===== config.mk =====
export PLATFORM = sky130hd
export DESIGN_NAME = rmc_dev_flat
export DESIGN_NICKNAME = d
export VERILOG_FILES = /design/src/hdl/rmc_pkg.sv /design/src/hdl/rmc_link_if.sv /design/src/hdl/rmc_uart.sv /design/src/hdl/rmc_dev.sv /design/src/flat_wrapper.sv
export VERILOG_INCLUDE_DIRS = /design/src /design/src/hdl
export SDC_FILE = /design/constraint.sdc
export NUM_CORES = 1
export LEC_CHECK = 0
export BUFFER_PORTS_ARGS = -buffer_cell sky130_fd_sc_hd__buf_2
export CAP_MARGIN = 20
export CORE_ASPECT_RATIO = 1.2
export CORE_MARGIN = 1.5
export CORE_UTILIZATION = 63
export DETAILED_ROUTE_END_ITERATION = 6
export PLACE_DENSITY = 0.8
export SYNTH_ARGS = -nofsm -noshare
export SYNTH_HDL_FRONTEND = slang
export SYNTH_SLANG_ARGS = --single-unit

===== constraint.sdc =====
create_clock -name MCLK_I -period 12.15 [get_ports MCLK_I]
set_input_delay 0 -clock MCLK_I [delete_from_list [all_inputs] [get_ports MCLK_I]]
set_output_delay 0 -clock MCLK_I [all_outputs]
set_load 0.02 [all_outputs]

===== src/hdl/rmc_consts.svh =====
// Constants of the radio module mode and configuration link
`ifndef RMC_CONSTS_SVH
`define RMC_CONSTS_SVH
`define RMC_CLK_HZ 20000000
`define RMC_CLK_MHZ 20
`define RMC_CFG_BAUD 9600
`define RMC_HDR_SAVE 8'hC0
`define RMC_HDR_READ 8'hC1
`define RMC_HDR_VOLATILE 8'hC2
`define RMC_HDR_VERSION 8'hC3
`define RMC_HDR_RESET 8'hC4
`define RMC_DEF_ADDH 8'h00
`define RMC_DEF_ADDL 8'h00
`define RMC_DEF_SPEED 8'h18
`define RMC_DEF_CHAN 8'h44
`define RMC_DEF_OPTION 8'h1C
`define RMC_PARAM_BYTES 5
`define RMC_IDX_SPEED 2
`define RMC_IDX_OPTION 4
`define RMC_BAUD_MSB 5
`define RMC_BAUD_LSB 3
`define RMC_WAKE_MSB 5
`define RMC_WAKE_LSB 3
`define RMC_WAKE_UNIT 8'h10
`define RMC_VERSION_LEN 4
`define RMC_READ_LEN 6
`define RMC_RECONF_US 1000
`define RMC_GAP_BITS 20
`define RMC_WOR_PERIOD_US 1000000
`define RMC_LISTEN_US 2000
`define RMC_ADDR_CTRL 8'h00
`define RMC_ADDR_TXDATA 8'h04
`define RMC_ADDR_RXDATA 8'h08
`define RMC_ADDR_STATUS 8'h0C
`define RMC_ADDR_MASK 8'h10
`define RMC_ST_RX 0
`define RMC_ST_TXDONE 1
`define RMC_ST_READY 2
`define RMC_ST_READY_LVL 8
`define RMC_ST_TXBUSY 9
`endif


===== src/hdl/rmc_pkg.sv =====
// Types and shared functions of the radio module mode and configuration link
`include "rmc_consts.svh"
package rmc_pkg;
  typedef enum logic [2:0] {
    RMC_MODE_RSSI = 3'b000,
    RMC_MODE_CONT = 3'b001,
    RMC_MODE_SUBPKT = 3'b010,
    RMC_MODE_CFG3 = 3'b011,
    RMC_MODE_WAKE = 3'b100,
    RMC_MODE_CFG5 = 3'b101,
    RMC_MODE_SAVE = 3'b110,
    RMC_MODE_SLEEP = 3'b111
  } rmc_mode_t;
  typedef enum logic [1:0] {
    RMC_P_IDLE = 2'b00,
    RMC_P_PARAM = 2'b01,
    RMC_P_TRIPLE = 2'b10
  } rmc_parse_t;
  // Bit period in clocks for a speed code
  function automatic logic [15:0] rmc_baud_div(input logic [2:0] code);
    case (code)
      3'd0: rmc_baud_div = 16'(`RMC_CLK_HZ / 1200);
      3'd1: rmc_baud_div = 16'(`RMC_CLK_HZ / 2400);
      3'd2: rmc_baud_div = 16'(`RMC_CLK_HZ / 4800);
      3'd3: rmc_baud_div = 16'(`RMC_CLK_HZ / 9600);
      3'd4: rmc_baud_div = 16'(`RMC_CLK_HZ / 19200);
      3'd5: rmc_baud_div = 16'(`RMC_CLK_HZ / 38400);
      3'd6: rmc_baud_div = 16'(`RMC_CLK_HZ / 57600);
      default: rmc_baud_div = 16'(`RMC_CLK_HZ / 115200);
    endcase
  endfunction
  function automatic logic rmc_is_cfg(input logic [2:0] m);
    rmc_is_cfg = (m == RMC_MODE_CFG3) || (m == RMC_MODE_CFG5);
  endfunction
endpackage


===== src/hdl/rmc_link_if.sv =====
// Pin-level link between host controller and radio module
`timescale 1ns/1ps
`default_nettype none
interface rmc_link_if;
  logic mode_select_0;
  logic mode_select_1;
  logic mode_select_2;
  logic host_txd;
  logic dev_txd;
  logic ready_status;
  modport dev (input mode_select_0, mode_select_1, mode_select_2, host_txd,
    output dev_txd, ready_status);
  modport host (output mode_select_0, mode_select_1, mode_select_2, host_txd,
    input dev_txd, ready_status);
endinterface
`default_nettype wire


===== src/hdl/rmc_uart.sv =====
// Byte UART, 8N1, run-time bit period
`timescale 1ns/1ps
`default_nettype none
module rmc_uart (
  input wire logic clk_i,
  input wire logic rst_i,
  input wire logic [15:0] div_i,
  input wire logic rxd_i,
  input wire logic [7:0] tx_data_i,
  input wire logic tx_start_i,
  output logic txd_o,
  output logic tx_busy_o,
  output logic [7:0] rx_data_o,
  output logic rx_valid_o
);
  logic rxd_s1_reg, rxd_s2_reg, rx_act_reg;
  logic [15:0] rx_cnt_reg, tx_cnt_reg;
  logic [3:0] rx_bit_reg, tx_bits_reg;
  logic [7:0] rx_sh_reg;
  logic [8:0] tx_sh_reg;
  ////////////////////////////////////////////////////////////////////////
  always_ff @(posedge clk_i or posedge rst_i) begin
    if (rst_i) begin
      rxd_s1_reg <= 1'b1;
      rxd_s2_reg <= 1'b1;
    end else begin
      rxd_s1_reg <= rxd_i;
      rxd_s2_reg <= rxd_s1_reg;
    end
  end
  // Sample mid-bit; a start glitch shorter than half a bit is dropped
  always_ff @(posedge clk_i or posedge rst_i) begin
    if (rst_i) begin
      rx_act_reg <= 1'b0;
      rx_cnt_reg <= 16'h0000;
      rx_bit_reg <= 4'h0;
      rx_sh_reg <= 8'h00;
      rx_data_o <= 8'h00;
      rx_valid_o <= 1'b0;
    end else begin
      rx_valid_o <= 1'b0;
      if (!rx_act_reg) begin
        if (!rxd_s2_reg) begin
          rx_act_reg <= 1'b1;
          rx_cnt_reg <= div_i >> 1;
          rx_bit_reg <= 4'h0;
        end
      end else if (rx_cnt_reg == 16'h0000) begin
        rx_cnt_reg <= div_i - 16'h0001;
        rx_bit_reg <= rx_bit_reg + 4'h1;
        if (rx_bit_reg == 4'h0) begin
          if (rxd_s2_reg) rx_act_reg <= 1'b0;
        end else if (rx_bit_reg < 4'h9) begin
          rx_sh_reg <= {rxd_s2_reg, rx_sh_reg[7:1]};
        end else begin
          rx_act_reg <= 1'b0;
          rx_valid_o <= rxd_s2_reg;
          rx_data_o <= rx_sh_reg;
        end
      end else begin
        rx_cnt_reg <= rx_cnt_reg - 16'h0001;
      end
    end
  end
  ////////////////////////////////////////////////////////////////////////
  always_ff @(posedge clk_i or posedge rst_i) begin
    if (rst_i) begin
      txd_o <= 1'b1;
      tx_busy_o <= 1'b0;
      tx_sh_reg <= 9'h1FF;
      tx_cnt_reg <= 16'h0000;
      tx_bits_reg <= 4'h0;
    end else if (!tx_busy_o) begin
      if (tx_start_i) begin
        txd_o <= 1'b0;
        tx_busy_o <= 1'b1;
        tx_sh_reg <= {1'b1, tx_data_i};
        tx_bits_reg <= 4'h9;
        tx_cnt_reg <= div_i - 16'h0001;
      end
    end else if (tx_cnt_reg != 16'h0000) begin
      tx_cnt_reg <= tx_cnt_reg - 16'h0001;
    end else if (tx_bits_reg == 4'h0) begin
      tx_busy_o <= 1'b0;
    end else begin
      txd_o <= tx_sh_reg[0];
      tx_sh_reg <= {1'b1, tx_sh_reg[8:1]};
      tx_bits_reg <= tx_bits_reg - 4'h1;
      tx_cnt_reg <= div_i - 16'h0001;
    end
  end
endmodule
`default_nettype wire


===== src/hdl/rmc_dev.sv =====
// Radio module end: mode pins, configuration commands, ready output
//
// The address map and the AHB-Lite register port were decided locally.
`timescale 1ns/1ps
`default_nettype none
// Overview of operation
// - Mode 5 disables radio, bytes are commands
// - Configuration traffic always 9600 baud 8N1
// - Leaving configuration reapplies params, ready low
// - Host waits for ready rise after switching
// - Power saving mode refuses transmit, keeps receive
// - Power saving wakes periodically, forwards packets
// - Power saving accepts only wake-up mode packets
// - All pins high shuts everything down
// - Mode 3 accepts the configuration instruction set
// - C0 plus five bytes saved non-volatile
// - C2 plus five bytes applied, not saved
// - Three C1 reply six-byte parameter frame
// - Three C3 return version information
// - Three C4 reset module exactly once
// - Factory default frame C0 00 00 18 44 1C
// - Speed byte bits 5..3 select baud
// - Wake-up transmit prepends code scaled by time
module rmc_dev
  import rmc_pkg::*;
#(
  parameter int unsigned RECONF_CYC = `RMC_RECONF_US * `RMC_CLK_MHZ,
  parameter int unsigned GAP_CYC = `RMC_GAP_BITS * (`RMC_CLK_HZ / `RMC_CFG_BAUD),
  parameter int unsigned WOR_CYC = `RMC_WOR_PERIOD_US * `RMC_CLK_MHZ,
  parameter int unsigned LISTEN_CYC = `RMC_LISTEN_US * `RMC_CLK_MHZ,
  // Arbitrary identification values
  parameter logic [7:0] VER_MODEL = 8'h5A,
  parameter logic [7:0] VER_NUM = 8'h01,
  parameter logic [7:0] VER_FEAT = 8'h00
) (
  input wire logic MCLK_I,
  input wire logic RST_I,
  rmc_link_if.dev LINK,
  input wire logic [7:0] RF_BYTE_I,
  input wire logic RF_BYTE_VALID_I,
  input wire logic RF_PKT_WAKE_I,
  input wire logic RF_PKT_END_I,
  output logic RF_TX_EN_O,
  output logic RF_RX_EN_O,
  output logic WOR_LISTEN_O,
  output logic [7:0] RF_TX_DATA_O,
  output logic RF_TX_VALID_O,
  output logic [7:0] WAKE_CODE_LEN_O,
  output logic NV_WRITE_O,
  output logic [2:0] MODE_O
);
  logic [2:0] pin_s1_reg, pin_s2_reg;
  logic [2:0] mode_reg;
  logic [31:0] busy_cnt_reg, gap_cnt_reg, wor_cnt_reg, listen_cnt_reg;
  logic ready_reg, was_cfg_reg, pkt_act_reg;
  logic [7:0] work_reg [`RMC_PARAM_BYTES];
  logic [7:0] nv_reg [`RMC_PARAM_BYTES];
  logic [7:0] shadow_reg [`RMC_PARAM_BYTES];
  rmc_parse_t parse_reg;
  logic [7:0] hdr_reg;
  logic [2:0] cnt_reg;
  logic [7:0] rep_kind_reg;
  logic [2:0] rep_idx_reg, rep_len_reg;
  logic tx_start_reg;
  logic [7:0] tx_data_reg;
  logic [15:0] div;
  logic tx_busy, rx_valid;
  logic [7:0] rx_data;
  logic cfg, busy, cmd_ok, fwd_rf;

  function automatic logic [7:0] reply_byte(input logic [7:0] kind, input logic [2:0] idx,
      input logic [7:0] p0, input logic [7:0] p1, input logic [7:0] p2,
      input logic [7:0] p3, input logic [7:0] p4);
    case (idx)
      3'd0: reply_byte = (kind == `RMC_HDR_READ) ? `RMC_HDR_SAVE : `RMC_HDR_VERSION;
      3'd1: reply_byte = (kind == `RMC_HDR_READ) ? p0 : VER_MODEL;
      3'd2: reply_byte = (kind == `RMC_HDR_READ) ? p1 : VER_NUM;
      3'd3: reply_byte = (kind == `RMC_HDR_READ) ? p2 : VER_FEAT;
      3'd4: reply_byte = p3;
      default: reply_byte = p4;
    endcase
  endfunction

  ////////////////////////////////////////////////////////////////////////
  // fixed 9600 while configuring
  assign div = rmc_is_cfg(mode_reg) ? rmc_baud_div(3'd3)
    : rmc_baud_div(work_reg[`RMC_IDX_SPEED][`RMC_BAUD_MSB:`RMC_BAUD_LSB]);
  assign cfg = rmc_is_cfg(mode_reg);
  assign busy = (busy_cnt_reg != 32'h0000_0000);
  assign cmd_ok = rx_valid && cfg && !busy;

  rmc_uart u_uart (
    .clk_i(MCLK_I),
    .rst_i(RST_I),
    .div_i(div),
    .rxd_i(LINK.host_txd),
    .tx_data_i(tx_data_reg),
    .tx_start_i(tx_start_reg),
    .txd_o(LINK.dev_txd),
    .tx_busy_o(tx_busy),
    .rx_data_o(rx_data),
    .rx_valid_o(rx_valid)
  );

  ////////////////////////////////////////////////////////////////////////
  // pins sampled continuously
  always_ff @(posedge MCLK_I or posedge RST_I) begin
    if (RST_I) begin
      pin_s1_reg <= RMC_MODE_SLEEP;
      pin_s2_reg <= RMC_MODE_SLEEP;
    end else begin
      pin_s1_reg <= {LINK.mode_select_2, LINK.mode_select_1, LINK.mode_select_0};
      pin_s2_reg <= pin_s1_reg;
    end
  end

  // Power-up counts as a reconfiguration, so ready starts low
  always_ff @(posedge MCLK_I or posedge RST_I) begin
    if (RST_I) begin
      mode_reg <= RMC_MODE_SLEEP;
      was_cfg_reg <= 1'b0;
      busy_cnt_reg <= 32'(RECONF_CYC);
      ready_reg <= 1'b0;
    end else begin
      was_cfg_reg <= cfg;
      if (pin_s2_reg != mode_reg) begin
        mode_reg <= pin_s2_reg;
        busy_cnt_reg <= 32'(RECONF_CYC);
      end else if (cmd_ok && parse_reg == RMC_P_TRIPLE && rx_data == hdr_reg
          && cnt_reg == 3'd2 && hdr_reg == `RMC_HDR_RESET) begin
        busy_cnt_reg <= 32'(RECONF_CYC);
      end else if (busy) begin
        busy_cnt_reg <= busy_cnt_reg - 32'h0000_0001;
      end
      // low through reapply, high once done
      ready_reg <= !busy && (pin_s2_reg == mode_reg);
    end
  end
  assign LINK.ready_status = ready_reg;

  ////////////////////////////////////////////////////////////////////////
  // commands only in configuration modes
  always_ff @(posedge MCLK_I or posedge RST_I) begin
    if (RST_I) begin
      parse_reg <= RMC_P_IDLE;
      hdr_reg <= 8'h00;
      cnt_reg <= 3'd0;
      gap_cnt_reg <= 32'h0000_0000;
    end else if (!cfg) begin
      parse_reg <= RMC_P_IDLE;
    end else if (cmd_ok) begin
      gap_cnt_reg <= 32'(GAP_CYC);
      case (parse_reg)
        RMC_P_IDLE: begin
          hdr_reg <= rx_data;
          cnt_reg <= 3'd1;
          if (rx_data == `RMC_HDR_SAVE || rx_data == `RMC_HDR_VOLATILE) begin
            cnt_reg <= 3'd0;
            parse_reg <= RMC_P_PARAM;
          end else if (rx_data == `RMC_HDR_READ || rx_data == `RMC_HDR_VERSION
              || rx_data == `RMC_HDR_RESET) begin
            parse_reg <= RMC_P_TRIPLE;
          end
        end
        RMC_P_PARAM: begin
          cnt_reg <= cnt_reg + 3'd1;
          if (cnt_reg == 3'(`RMC_PARAM_BYTES - 1)) parse_reg <= RMC_P_IDLE;
        end
        RMC_P_TRIPLE: begin
          cnt_reg <= cnt_reg + 3'd1;
          if (rx_data != hdr_reg || cnt_reg == 3'd2) parse_reg <= RMC_P_IDLE;
        end
        default: parse_reg <= RMC_P_IDLE;
      endcase
    end else if (parse_reg != RMC_P_IDLE) begin
      if (gap_cnt_reg == 32'h0000_0000) parse_reg <= RMC_P_IDLE;
      else gap_cnt_reg <= gap_cnt_reg - 32'h0000_0001;
    end
  end

  ////////////////////////////////////////////////////////////////////////
  // power-up loads factory frame
  // six-byte frame saved to nv copy
  // volatile frame updates working set only
  always_ff @(posedge MCLK_I or posedge RST_I) begin
    if (RST_I) begin
      for (int i = 0; i < `RMC_PARAM_BYTES; i++) begin
        shadow_reg[i] <= 8'h00;
      end
      work_reg[0] <= `RMC_DEF_ADDH;
      work_reg[1] <= `RMC_DEF_ADDL;
      work_reg[2] <= `RMC_DEF_SPEED;
      work_reg[3] <= `RMC_DEF_CHAN;
      work_reg[4] <= `RMC_DEF_OPTION;
      nv_reg[0] <= `RMC_DEF_ADDH;
      nv_reg[1] <= `RMC_DEF_ADDL;
      nv_reg[2] <= `RMC_DEF_SPEED;
      nv_reg[3] <= `RMC_DEF_CHAN;
      nv_reg[4] <= `RMC_DEF_OPTION;
      NV_WRITE_O <= 1'b0;
    end else begin
      NV_WRITE_O <= 1'b0;
      if (cmd_ok && parse_reg == RMC_P_PARAM) begin
        shadow_reg[cnt_reg] <= rx_data;
        if (cnt_reg == 3'(`RMC_PARAM_BYTES - 1)) begin
          for (int i = 0; i < `RMC_PARAM_BYTES - 1; i++) begin
            work_reg[i] <= shadow_reg[i];
            if (hdr_reg == `RMC_HDR_SAVE) nv_reg[i] <= shadow_reg[i];
          end
          work_reg[`RMC_PARAM_BYTES - 1] <= rx_data;
          if (hdr_reg == `RMC_HDR_SAVE) begin
            nv_reg[`RMC_PARAM_BYTES - 1] <= rx_data;
            NV_WRITE_O <= 1'b1;
          end
        end
      end else if (cmd_ok && parse_reg == RMC_P_TRIPLE && rx_data == hdr_reg
          && cnt_reg == 3'd2 && hdr_reg == `RMC_HDR_RESET) begin
        for (int i = 0; i < `RMC_PARAM_BYTES; i++) begin
          work_reg[i] <= nv_reg[i];
        end
      end
    end
  end

  ////////////////////////////////////////////////////////////////////////
  // No buffer: a radio byte arriving while the UART is busy is lost
  assign fwd_rf = RF_BYTE_VALID_I && RF_RX_EN_O && !tx_busy && !tx_start_reg
    && (mode_reg != RMC_MODE_SAVE || RF_PKT_WAKE_I);
  always_ff @(posedge MCLK_I or posedge RST_I) begin
    if (RST_I) begin
      rep_kind_reg <= 8'h00;
      rep_idx_reg <= 3'd0;
      rep_len_reg <= 3'd0;
      tx_start_reg <= 1'b0;
      tx_data_reg <= 8'h00;
    end else begin
      tx_start_reg <= 1'b0;
      if (cmd_ok && parse_reg == RMC_P_TRIPLE && rx_data == hdr_reg && cnt_reg == 3'd2
          && hdr_reg != `RMC_HDR_RESET) begin
        rep_kind_reg <= hdr_reg;
        rep_idx_reg <= 3'd0;
        rep_len_reg <= (hdr_reg == `RMC_HDR_READ) ? 3'(`RMC_READ_LEN)
          : 3'(`RMC_VERSION_LEN);
      end else if (rep_idx_reg != rep_len_reg && cfg && !tx_busy && !tx_start_reg) begin
        tx_start_reg <= 1'b1;
        tx_data_reg <= reply_byte(rep_kind_reg, rep_idx_reg, work_reg[0], work_reg[1],
          work_reg[2], work_reg[3], work_reg[4]);
        rep_idx_reg <= rep_idx_reg + 3'd1;
      end else if (!cfg) begin
        rep_len_reg <= 3'd0;
        rep_idx_reg <= 3'd0;
        // only wake-up packets in power saving
        if (fwd_rf) begin
          tx_start_reg <= 1'b1;
          tx_data_reg <= RF_BYTE_I;
        end
      end
    end
  end

  ////////////////////////////////////////////////////////////////////////
  // periodic wake, listen, back to sleep
  always_ff @(posedge MCLK_I or posedge RST_I) begin
    if (RST_I) begin
      wor_cnt_reg <= 32'h0000_0000;
      listen_cnt_reg <= 32'h0000_0000;
      pkt_act_reg <= 1'b0;
      WOR_LISTEN_O <= 1'b0;
    end else if (mode_reg != RMC_MODE_SAVE || busy) begin
      wor_cnt_reg <= 32'(WOR_CYC);
      listen_cnt_reg <= 32'h0000_0000;
      pkt_act_reg <= 1'b0;
      WOR_LISTEN_O <= 1'b0;
    end else begin
      if (wor_cnt_reg == 32'h0000_0000) begin
        wor_cnt_reg <= 32'(WOR_CYC);
        listen_cnt_reg <= 32'(LISTEN_CYC);
      end else begin
        wor_cnt_reg <= wor_cnt_reg - 32'h0000_0001;
        if (listen_cnt_reg != 32'h0000_0000) begin
          listen_cnt_reg <= listen_cnt_reg - 32'h0000_0001;
        end
      end
      if (RF_PKT_END_I) pkt_act_reg <= 1'b0;
      else if (RF_BYTE_VALID_I && RF_PKT_WAKE_I && WOR_LISTEN_O) pkt_act_reg <= 1'b1;
      WOR_LISTEN_O <= (listen_cnt_reg != 32'h0000_0000) || pkt_act_reg;
    end
  end

  ////////////////////////////////////////////////////////////////////////
  always_ff @(posedge MCLK_I or posedge RST_I) begin
    if (RST_I) begin
      RF_TX_EN_O <= 1'b0;
      RF_RX_EN_O <= 1'b0;
      RF_TX_VALID_O <= 1'b0;
      RF_TX_DATA_O <= 8'h00;
      WAKE_CODE_LEN_O <= 8'h00;
      MODE_O <= RMC_MODE_SLEEP;
    end else begin
      MODE_O <= mode_reg;
      // sleep and configuration stop the radio
      RF_TX_EN_O <= !busy && (mode_reg <= RMC_MODE_WAKE) && !cfg;
      RF_RX_EN_O <= !busy && (mode_reg <= RMC_MODE_SUBPKT || mode_reg == RMC_MODE_SAVE);
      RF_TX_VALID_O <= rx_valid && RF_TX_EN_O;
      RF_TX_DATA_O <= rx_data;
      // wake code length scales with time
      WAKE_CODE_LEN_O <= (mode_reg == RMC_MODE_WAKE) ? 8'(({5'h00,
        work_reg[`RMC_IDX_OPTION][`RMC_WAKE_MSB:`RMC_WAKE_LSB]} + 8'h01) * `RMC_WAKE_UNIT)
        : 8'h00;
    end
  end
endmodule
`default_nettype wire


===== src/flat_wrapper.sv =====
// flat-port wrapper written by rule: the top's interface ports become plain ports
module rmc_dev_flat import rmc_pkg::*;
#(
  parameter int unsigned RECONF_CYC = `RMC_RECONF_US * `RMC_CLK_MHZ,
  parameter int unsigned GAP_CYC = `RMC_GAP_BITS * (`RMC_CLK_HZ / `RMC_CFG_BAUD),
  parameter int unsigned WOR_CYC = `RMC_WOR_PERIOD_US * `RMC_CLK_MHZ,
  parameter int unsigned LISTEN_CYC = `RMC_LISTEN_US * `RMC_CLK_MHZ,
                                    
  parameter logic [7:0] VER_MODEL = 8'h5A,
  parameter logic [7:0] VER_NUM = 8'h01,
  parameter logic [7:0] VER_FEAT = 8'h00
)
  (MCLK_I, RST_I, RF_BYTE_I, RF_BYTE_VALID_I, RF_PKT_WAKE_I, RF_PKT_END_I, RF_TX_EN_O, RF_RX_EN_O, WOR_LISTEN_O, RF_TX_DATA_O, RF_TX_VALID_O, WAKE_CODE_LEN_O, NV_WRITE_O, MODE_O, LINK_mode_select_0, LINK_mode_select_1, LINK_mode_select_2, LINK_host_txd, LINK_dev_txd, LINK_ready_status);
  rmc_link_if LINK_i ();
  input wire logic MCLK_I;
  input wire logic RST_I;
  input wire logic [7:0] RF_BYTE_I;
  input wire logic RF_BYTE_VALID_I;
  input wire logic RF_PKT_WAKE_I;
  input wire logic RF_PKT_END_I;
  output logic RF_TX_EN_O;
  output logic RF_RX_EN_O;
  output logic WOR_LISTEN_O;
  output logic [7:0] RF_TX_DATA_O;
  output logic RF_TX_VALID_O;
  output logic [7:0] WAKE_CODE_LEN_O;
  output logic NV_WRITE_O;
  output logic [2:0] MODE_O;
  input wire logic [$bits(LINK_i.mode_select_0)-1:0] LINK_mode_select_0;
  input wire logic [$bits(LINK_i.mode_select_1)-1:0] LINK_mode_select_1;
  input wire logic [$bits(LINK_i.mode_select_2)-1:0] LINK_mode_select_2;
  input wire logic [$bits(LINK_i.host_txd)-1:0] LINK_host_txd;
  output wire logic [$bits(LINK_i.dev_txd)-1:0] LINK_dev_txd;
  output wire logic [$bits(LINK_i.ready_status)-1:0] LINK_ready_status;
  assign LINK_i.mode_select_0 = LINK_mode_select_0;
  assign LINK_i.mode_select_1 = LINK_mode_select_1;
  assign LINK_i.mode_select_2 = LINK_mode_select_2;
  assign LINK_i.host_txd = LINK_host_txd;
  assign LINK_dev_txd = LINK_i.dev_txd;
  assign LINK_ready_status = LINK_i.ready_status;
  rmc_dev #(.RECONF_CYC(RECONF_CYC), .GAP_CYC(GAP_CYC), .WOR_CYC(WOR_CYC), .LISTEN_CYC(LISTEN_CYC), .VER_MODEL(VER_MODEL), .VER_NUM(VER_NUM), .VER_FEAT(VER_FEAT)) u_core (.MCLK_I(MCLK_I), .RST_I(RST_I), .LINK(LINK_i), .RF_BYTE_I(RF_BYTE_I), .RF_BYTE_VALID_I(RF_BYTE_VALID_I), .RF_PKT_WAKE_I(RF_PKT_WAKE_I), .RF_PKT_END_I(RF_PKT_END_I), .RF_TX_EN_O(RF_TX_EN_O), .RF_RX_EN_O(RF_RX_EN_O), .WOR_LISTEN_O(WOR_LISTEN_O), .RF_TX_DATA_O(RF_TX_DATA_O), .RF_TX_VALID_O(RF_TX_VALID_O), .WAKE_CODE_LEN_O(WAKE_CODE_LEN_O), .NV_WRITE_O(NV_WRITE_O), .MODE_O(MODE_O));
endmodule

==> qor.yml <==
outcome: "complete, no violations"
finalSetupViolCount: 0
p_sw_w: 0.000565
syn_area_um2: 18600
path_max_fanout: 32
die-height_um: 191
fin_tns_setup_ns: 0
syn_to_final_growth_pct: 10.9
fmax_mhz: 238
grt_pass1_wl_mm: 72.1
end_kind: "register"
initialDrtViolationCount: 1181
drc_errors: 0
cap_viol_max_count: 0
cts_max_path_buffers: 3
cts_made_buffers: 39
period_share_pct: 34.6
fin_worst_skew_ns: 0.0201
post-place-ws_ns: 8.03
r2r-end: "u_core.listen_cnt_reg[1]"
hold_class: "input port to register"
ys_ff_latch: 376
synth_area_leaders: "dfrtp_1 45%, dfstp_2 5.9%, nor2_1 5.3%"
crit_type: "register to register"
synth_seq_area_share_pct: 51.0
rsz0062_at_grt: "false"
combPwrFrac_pct: 2.7
track_usage_pct: 29.2
synth_area_leader_cell: "dfrtp_1"
drive_above_1_share_pct: 15.8
die_x_um: 160
cp.required_ns: 12.62
synth_cells: 1856
r2r-start: "u_core.busy_cnt_reg[12]"
ir_worst_vdd_v: 0.000111
root_buffer: "clkbuf_16"
p_sw_share_pct: 21.7
finalWirelength_mm: 43.0
dr.pass1.iters: 6
dp_hpwl_mm: 27.5
stdcell_area_um2: 20600
grt_max_degree: 136
antenna_cells: 0
placed_cell_area_um2: 19000
synth.distinct_cells: 81
ff2ff_setup_slack_ns: 7.94
start_kind: "register"
async_flop_share_pct: 100
worstRegToRegCells: 8
worstMarginPinSlew_ns: 1.01
fin_total_pwr_w: 0.00261
drtAntennaViolNets: 0
cts_resized: 0
hold_depth: 2
clkPwrFrac_pct: 48.7
utilization_pct: 71.4
finalWeightedCongestion: 0.862
p_seq_share_pct: 48.5
antenna_found_initial: 0
synth_ff_type: "dfrtp_1"
nNetsFinal: 1918
clk_latency_ns: 0.56
clock-sinks: 376
htree_levels: 2
ys_warn_count: 0
initial_core_util_pct: 64.3
placementRows: 68
finalCriticalPeriod_ns: 4.21
hold_violations: 0
core_um2: 28800
clk_pin_slew_ns: 0.06
worstPathArrival_ns: 4.67
cts_tree: "yes"
max_slew_margin_pct: 32.4
route.detailed.wl_per_inst_um: 18.8
avgSynthCellArea_um2: 10.0
grt-ovfl-total: 0
dr_total_vias: 14300
p_per_area_nw_per_um2: 127
ios: 43
die-area_um2: 30500
power.internal_w: 0.00204
synth_top_area_share_pct: 45.0
synth_edf_count: 0
first_global_vias: 14200
drv_slew: 0
power_leakage_nw: 9.40
worstHoldStart: "LINK_host_txd"
fin_ws_ns: 7.94
viasPerCell: 6.24
fillers: 2027
holdPathEnd: "u_core.u_uart.rxd_s1_reg"
io_buffers: 38
power groups by stage:
stage / clock network (W) / logic, W / registers [W]
final: 0.00127 / 0.0000710 / 0.00127
after global routing: 0.00134 / 0.0000807 / 0.00127
after floorplan: 0 / 0.0000487 / 0.00129
after global placement: 0 / 0.0000654 / 0.00129
after CTS: 0.00129 / 0.0000712 / 0.00127
after detailed placement: 0 / 0.0000673 / 0.00129
per-layer routing:
layer,vias up,wire length (um),track usage (%)
met5,-,0,0
li1,6614,-,-
met1,7092,18200,38.3
met3,106,2560,4.47
met4,0,1290,10.9
met2,469,21000,49.3
cell families after synthesis:
group	count (synthesis)	synth area share (%)
AOI/OAI and AO/OA	273	9.43
DFF	376	51.0
other	1	0.0202
xor gates and xnor gates	112	5.39
muxes	105	7.13
and+or+nand+nor	818	21.9
adders and majority gates	29	1.94
buffers and inverters	142	3.18
layout make-up:
type                       instances  area [um^2]  share of cell area, %
clock buffer                      57         1140                   5.56
inverter                          39          154                  0.748
multi-input combinational       1341         8570                   41.7
clock inverter                    15          228                   1.11
tap                              385          482                   2.34
sequential                       376         9460                   46.0
timing repair buffer              76          538                   2.61
per-stage QoR:
stage / cells / hold WS [ns]
floorplan: 1859 / 0.00448
global placement: 2199 / 0.105
detailed placement: 2200 / 0.107
CTS: 2287 / 0.0752
global route: 2289 / 0.0921
finish: 2289 / 0.105
cell usage in the layout (no fill, tap or decap), types with 7 or more instances in the layout:
cell type      synthesis  final
a211oi_1              11     11
a21oi_1               73     72
a31oi_1               16     16
and3_1                10     10
buf_2                  3     38
buf_4                  6     20
clkbuf_1              89      9
clkbuf_16              0     40
clkbuf_8               0      8
dfrtp_1              334    334
dfstp_2               42     42
dlygate4sd3_1          0     15
ha_1                  28     28
inv_1                 38     37
mux2_2                58     58
mux2_4                40     40
mux2i_1                7      7
nand2_1              130    130
nand2b_1              19     19
nand3_1               48     48
nand3b_1               9      9
nand4_1               20     20
nand4b_1               8      8
nor2_1               261    261
nor2b_1               12     12
nor3_1               137    137
nor4_1                46     44
nor4b_1                8      7
o211ai_1              10     10
o21a_1                 8      8
o21ai_0               67     67
o22ai_1               13     13
o31ai_1               14     13
or2_2                 12     12
or3_1                 47     47
or4_1                 24     23
xnor2_1               57     57
xor2_1                54     54
synth_stat cells (4+ instances only):
cell and instances:
a211oi_1 11, a21oi_1 73, a222oi_1 4, a22oi_1 5
a31oi_1 16, and2_1 4, and3_1 10, and4_1 5
buf_4 6, buf_6 4, clkbuf_1 89, dfrtp_1 334
dfstp_2 42, ha_1 28, inv_1 38, mux2_2 58
mux2_4 40, mux2i_1 7, nand2_1 130, nand2b_1 19
nand3_1 48, nand3b_1 9, nand4_1 20, nand4b_1 8
nor2_1 261, nor2b_1 12, nor3_1 137, nor3b_1 4
nor4_1 46, nor4b_1 8, o211ai_1 10, o21a_1 8
o21ai_0 67, o22ai_1 13, o31ai_1 14, o41ai_1 6
or2_2 12, or3_1 47, or4_1 24, xnor2_1 57
xor2_1 54
worst max path at each step:
stage	startpoint	slack, ns	cells past startpoint	end
after floorplan	RST_I	1.78	1	u_core.LINK.ready_status
after global placement	u_core.busy_cnt_reg[12]	8.16	7	u_core.nv_reg[33]
after detailed placement	u_core.busy_cnt_reg[12]	8.03	8	u_core.listen_cnt_reg[1]
after CTS	u_core.busy_cnt_reg[12]	8.02	8	u_core.listen_cnt_reg[1]
after global routing	u_core.busy_cnt_reg[12]	7.58	8	u_core.listen_cnt_reg[1]
final	u_core.busy_cnt_reg[12]	7.94	8	u_core.listen_cnt_reg[1]
timing repair:
action,in CTS,in global routing
setup buffers,0,0
hold buffers,15,0
endpoints found under the hold margin,130,0
critical path: stages (launching register included):
cell and delay (ns):
dfrtp_1 0.44, nor4_1 0.46, nand3_1 0.45, nor4_2 0.83
buf_4 0.29, nand4_1 0.31, nand2b_1 0.65, buf_4 0.45
a211oi_1 0.24
No activity file was read; power rests on OpenSTA's default activity.
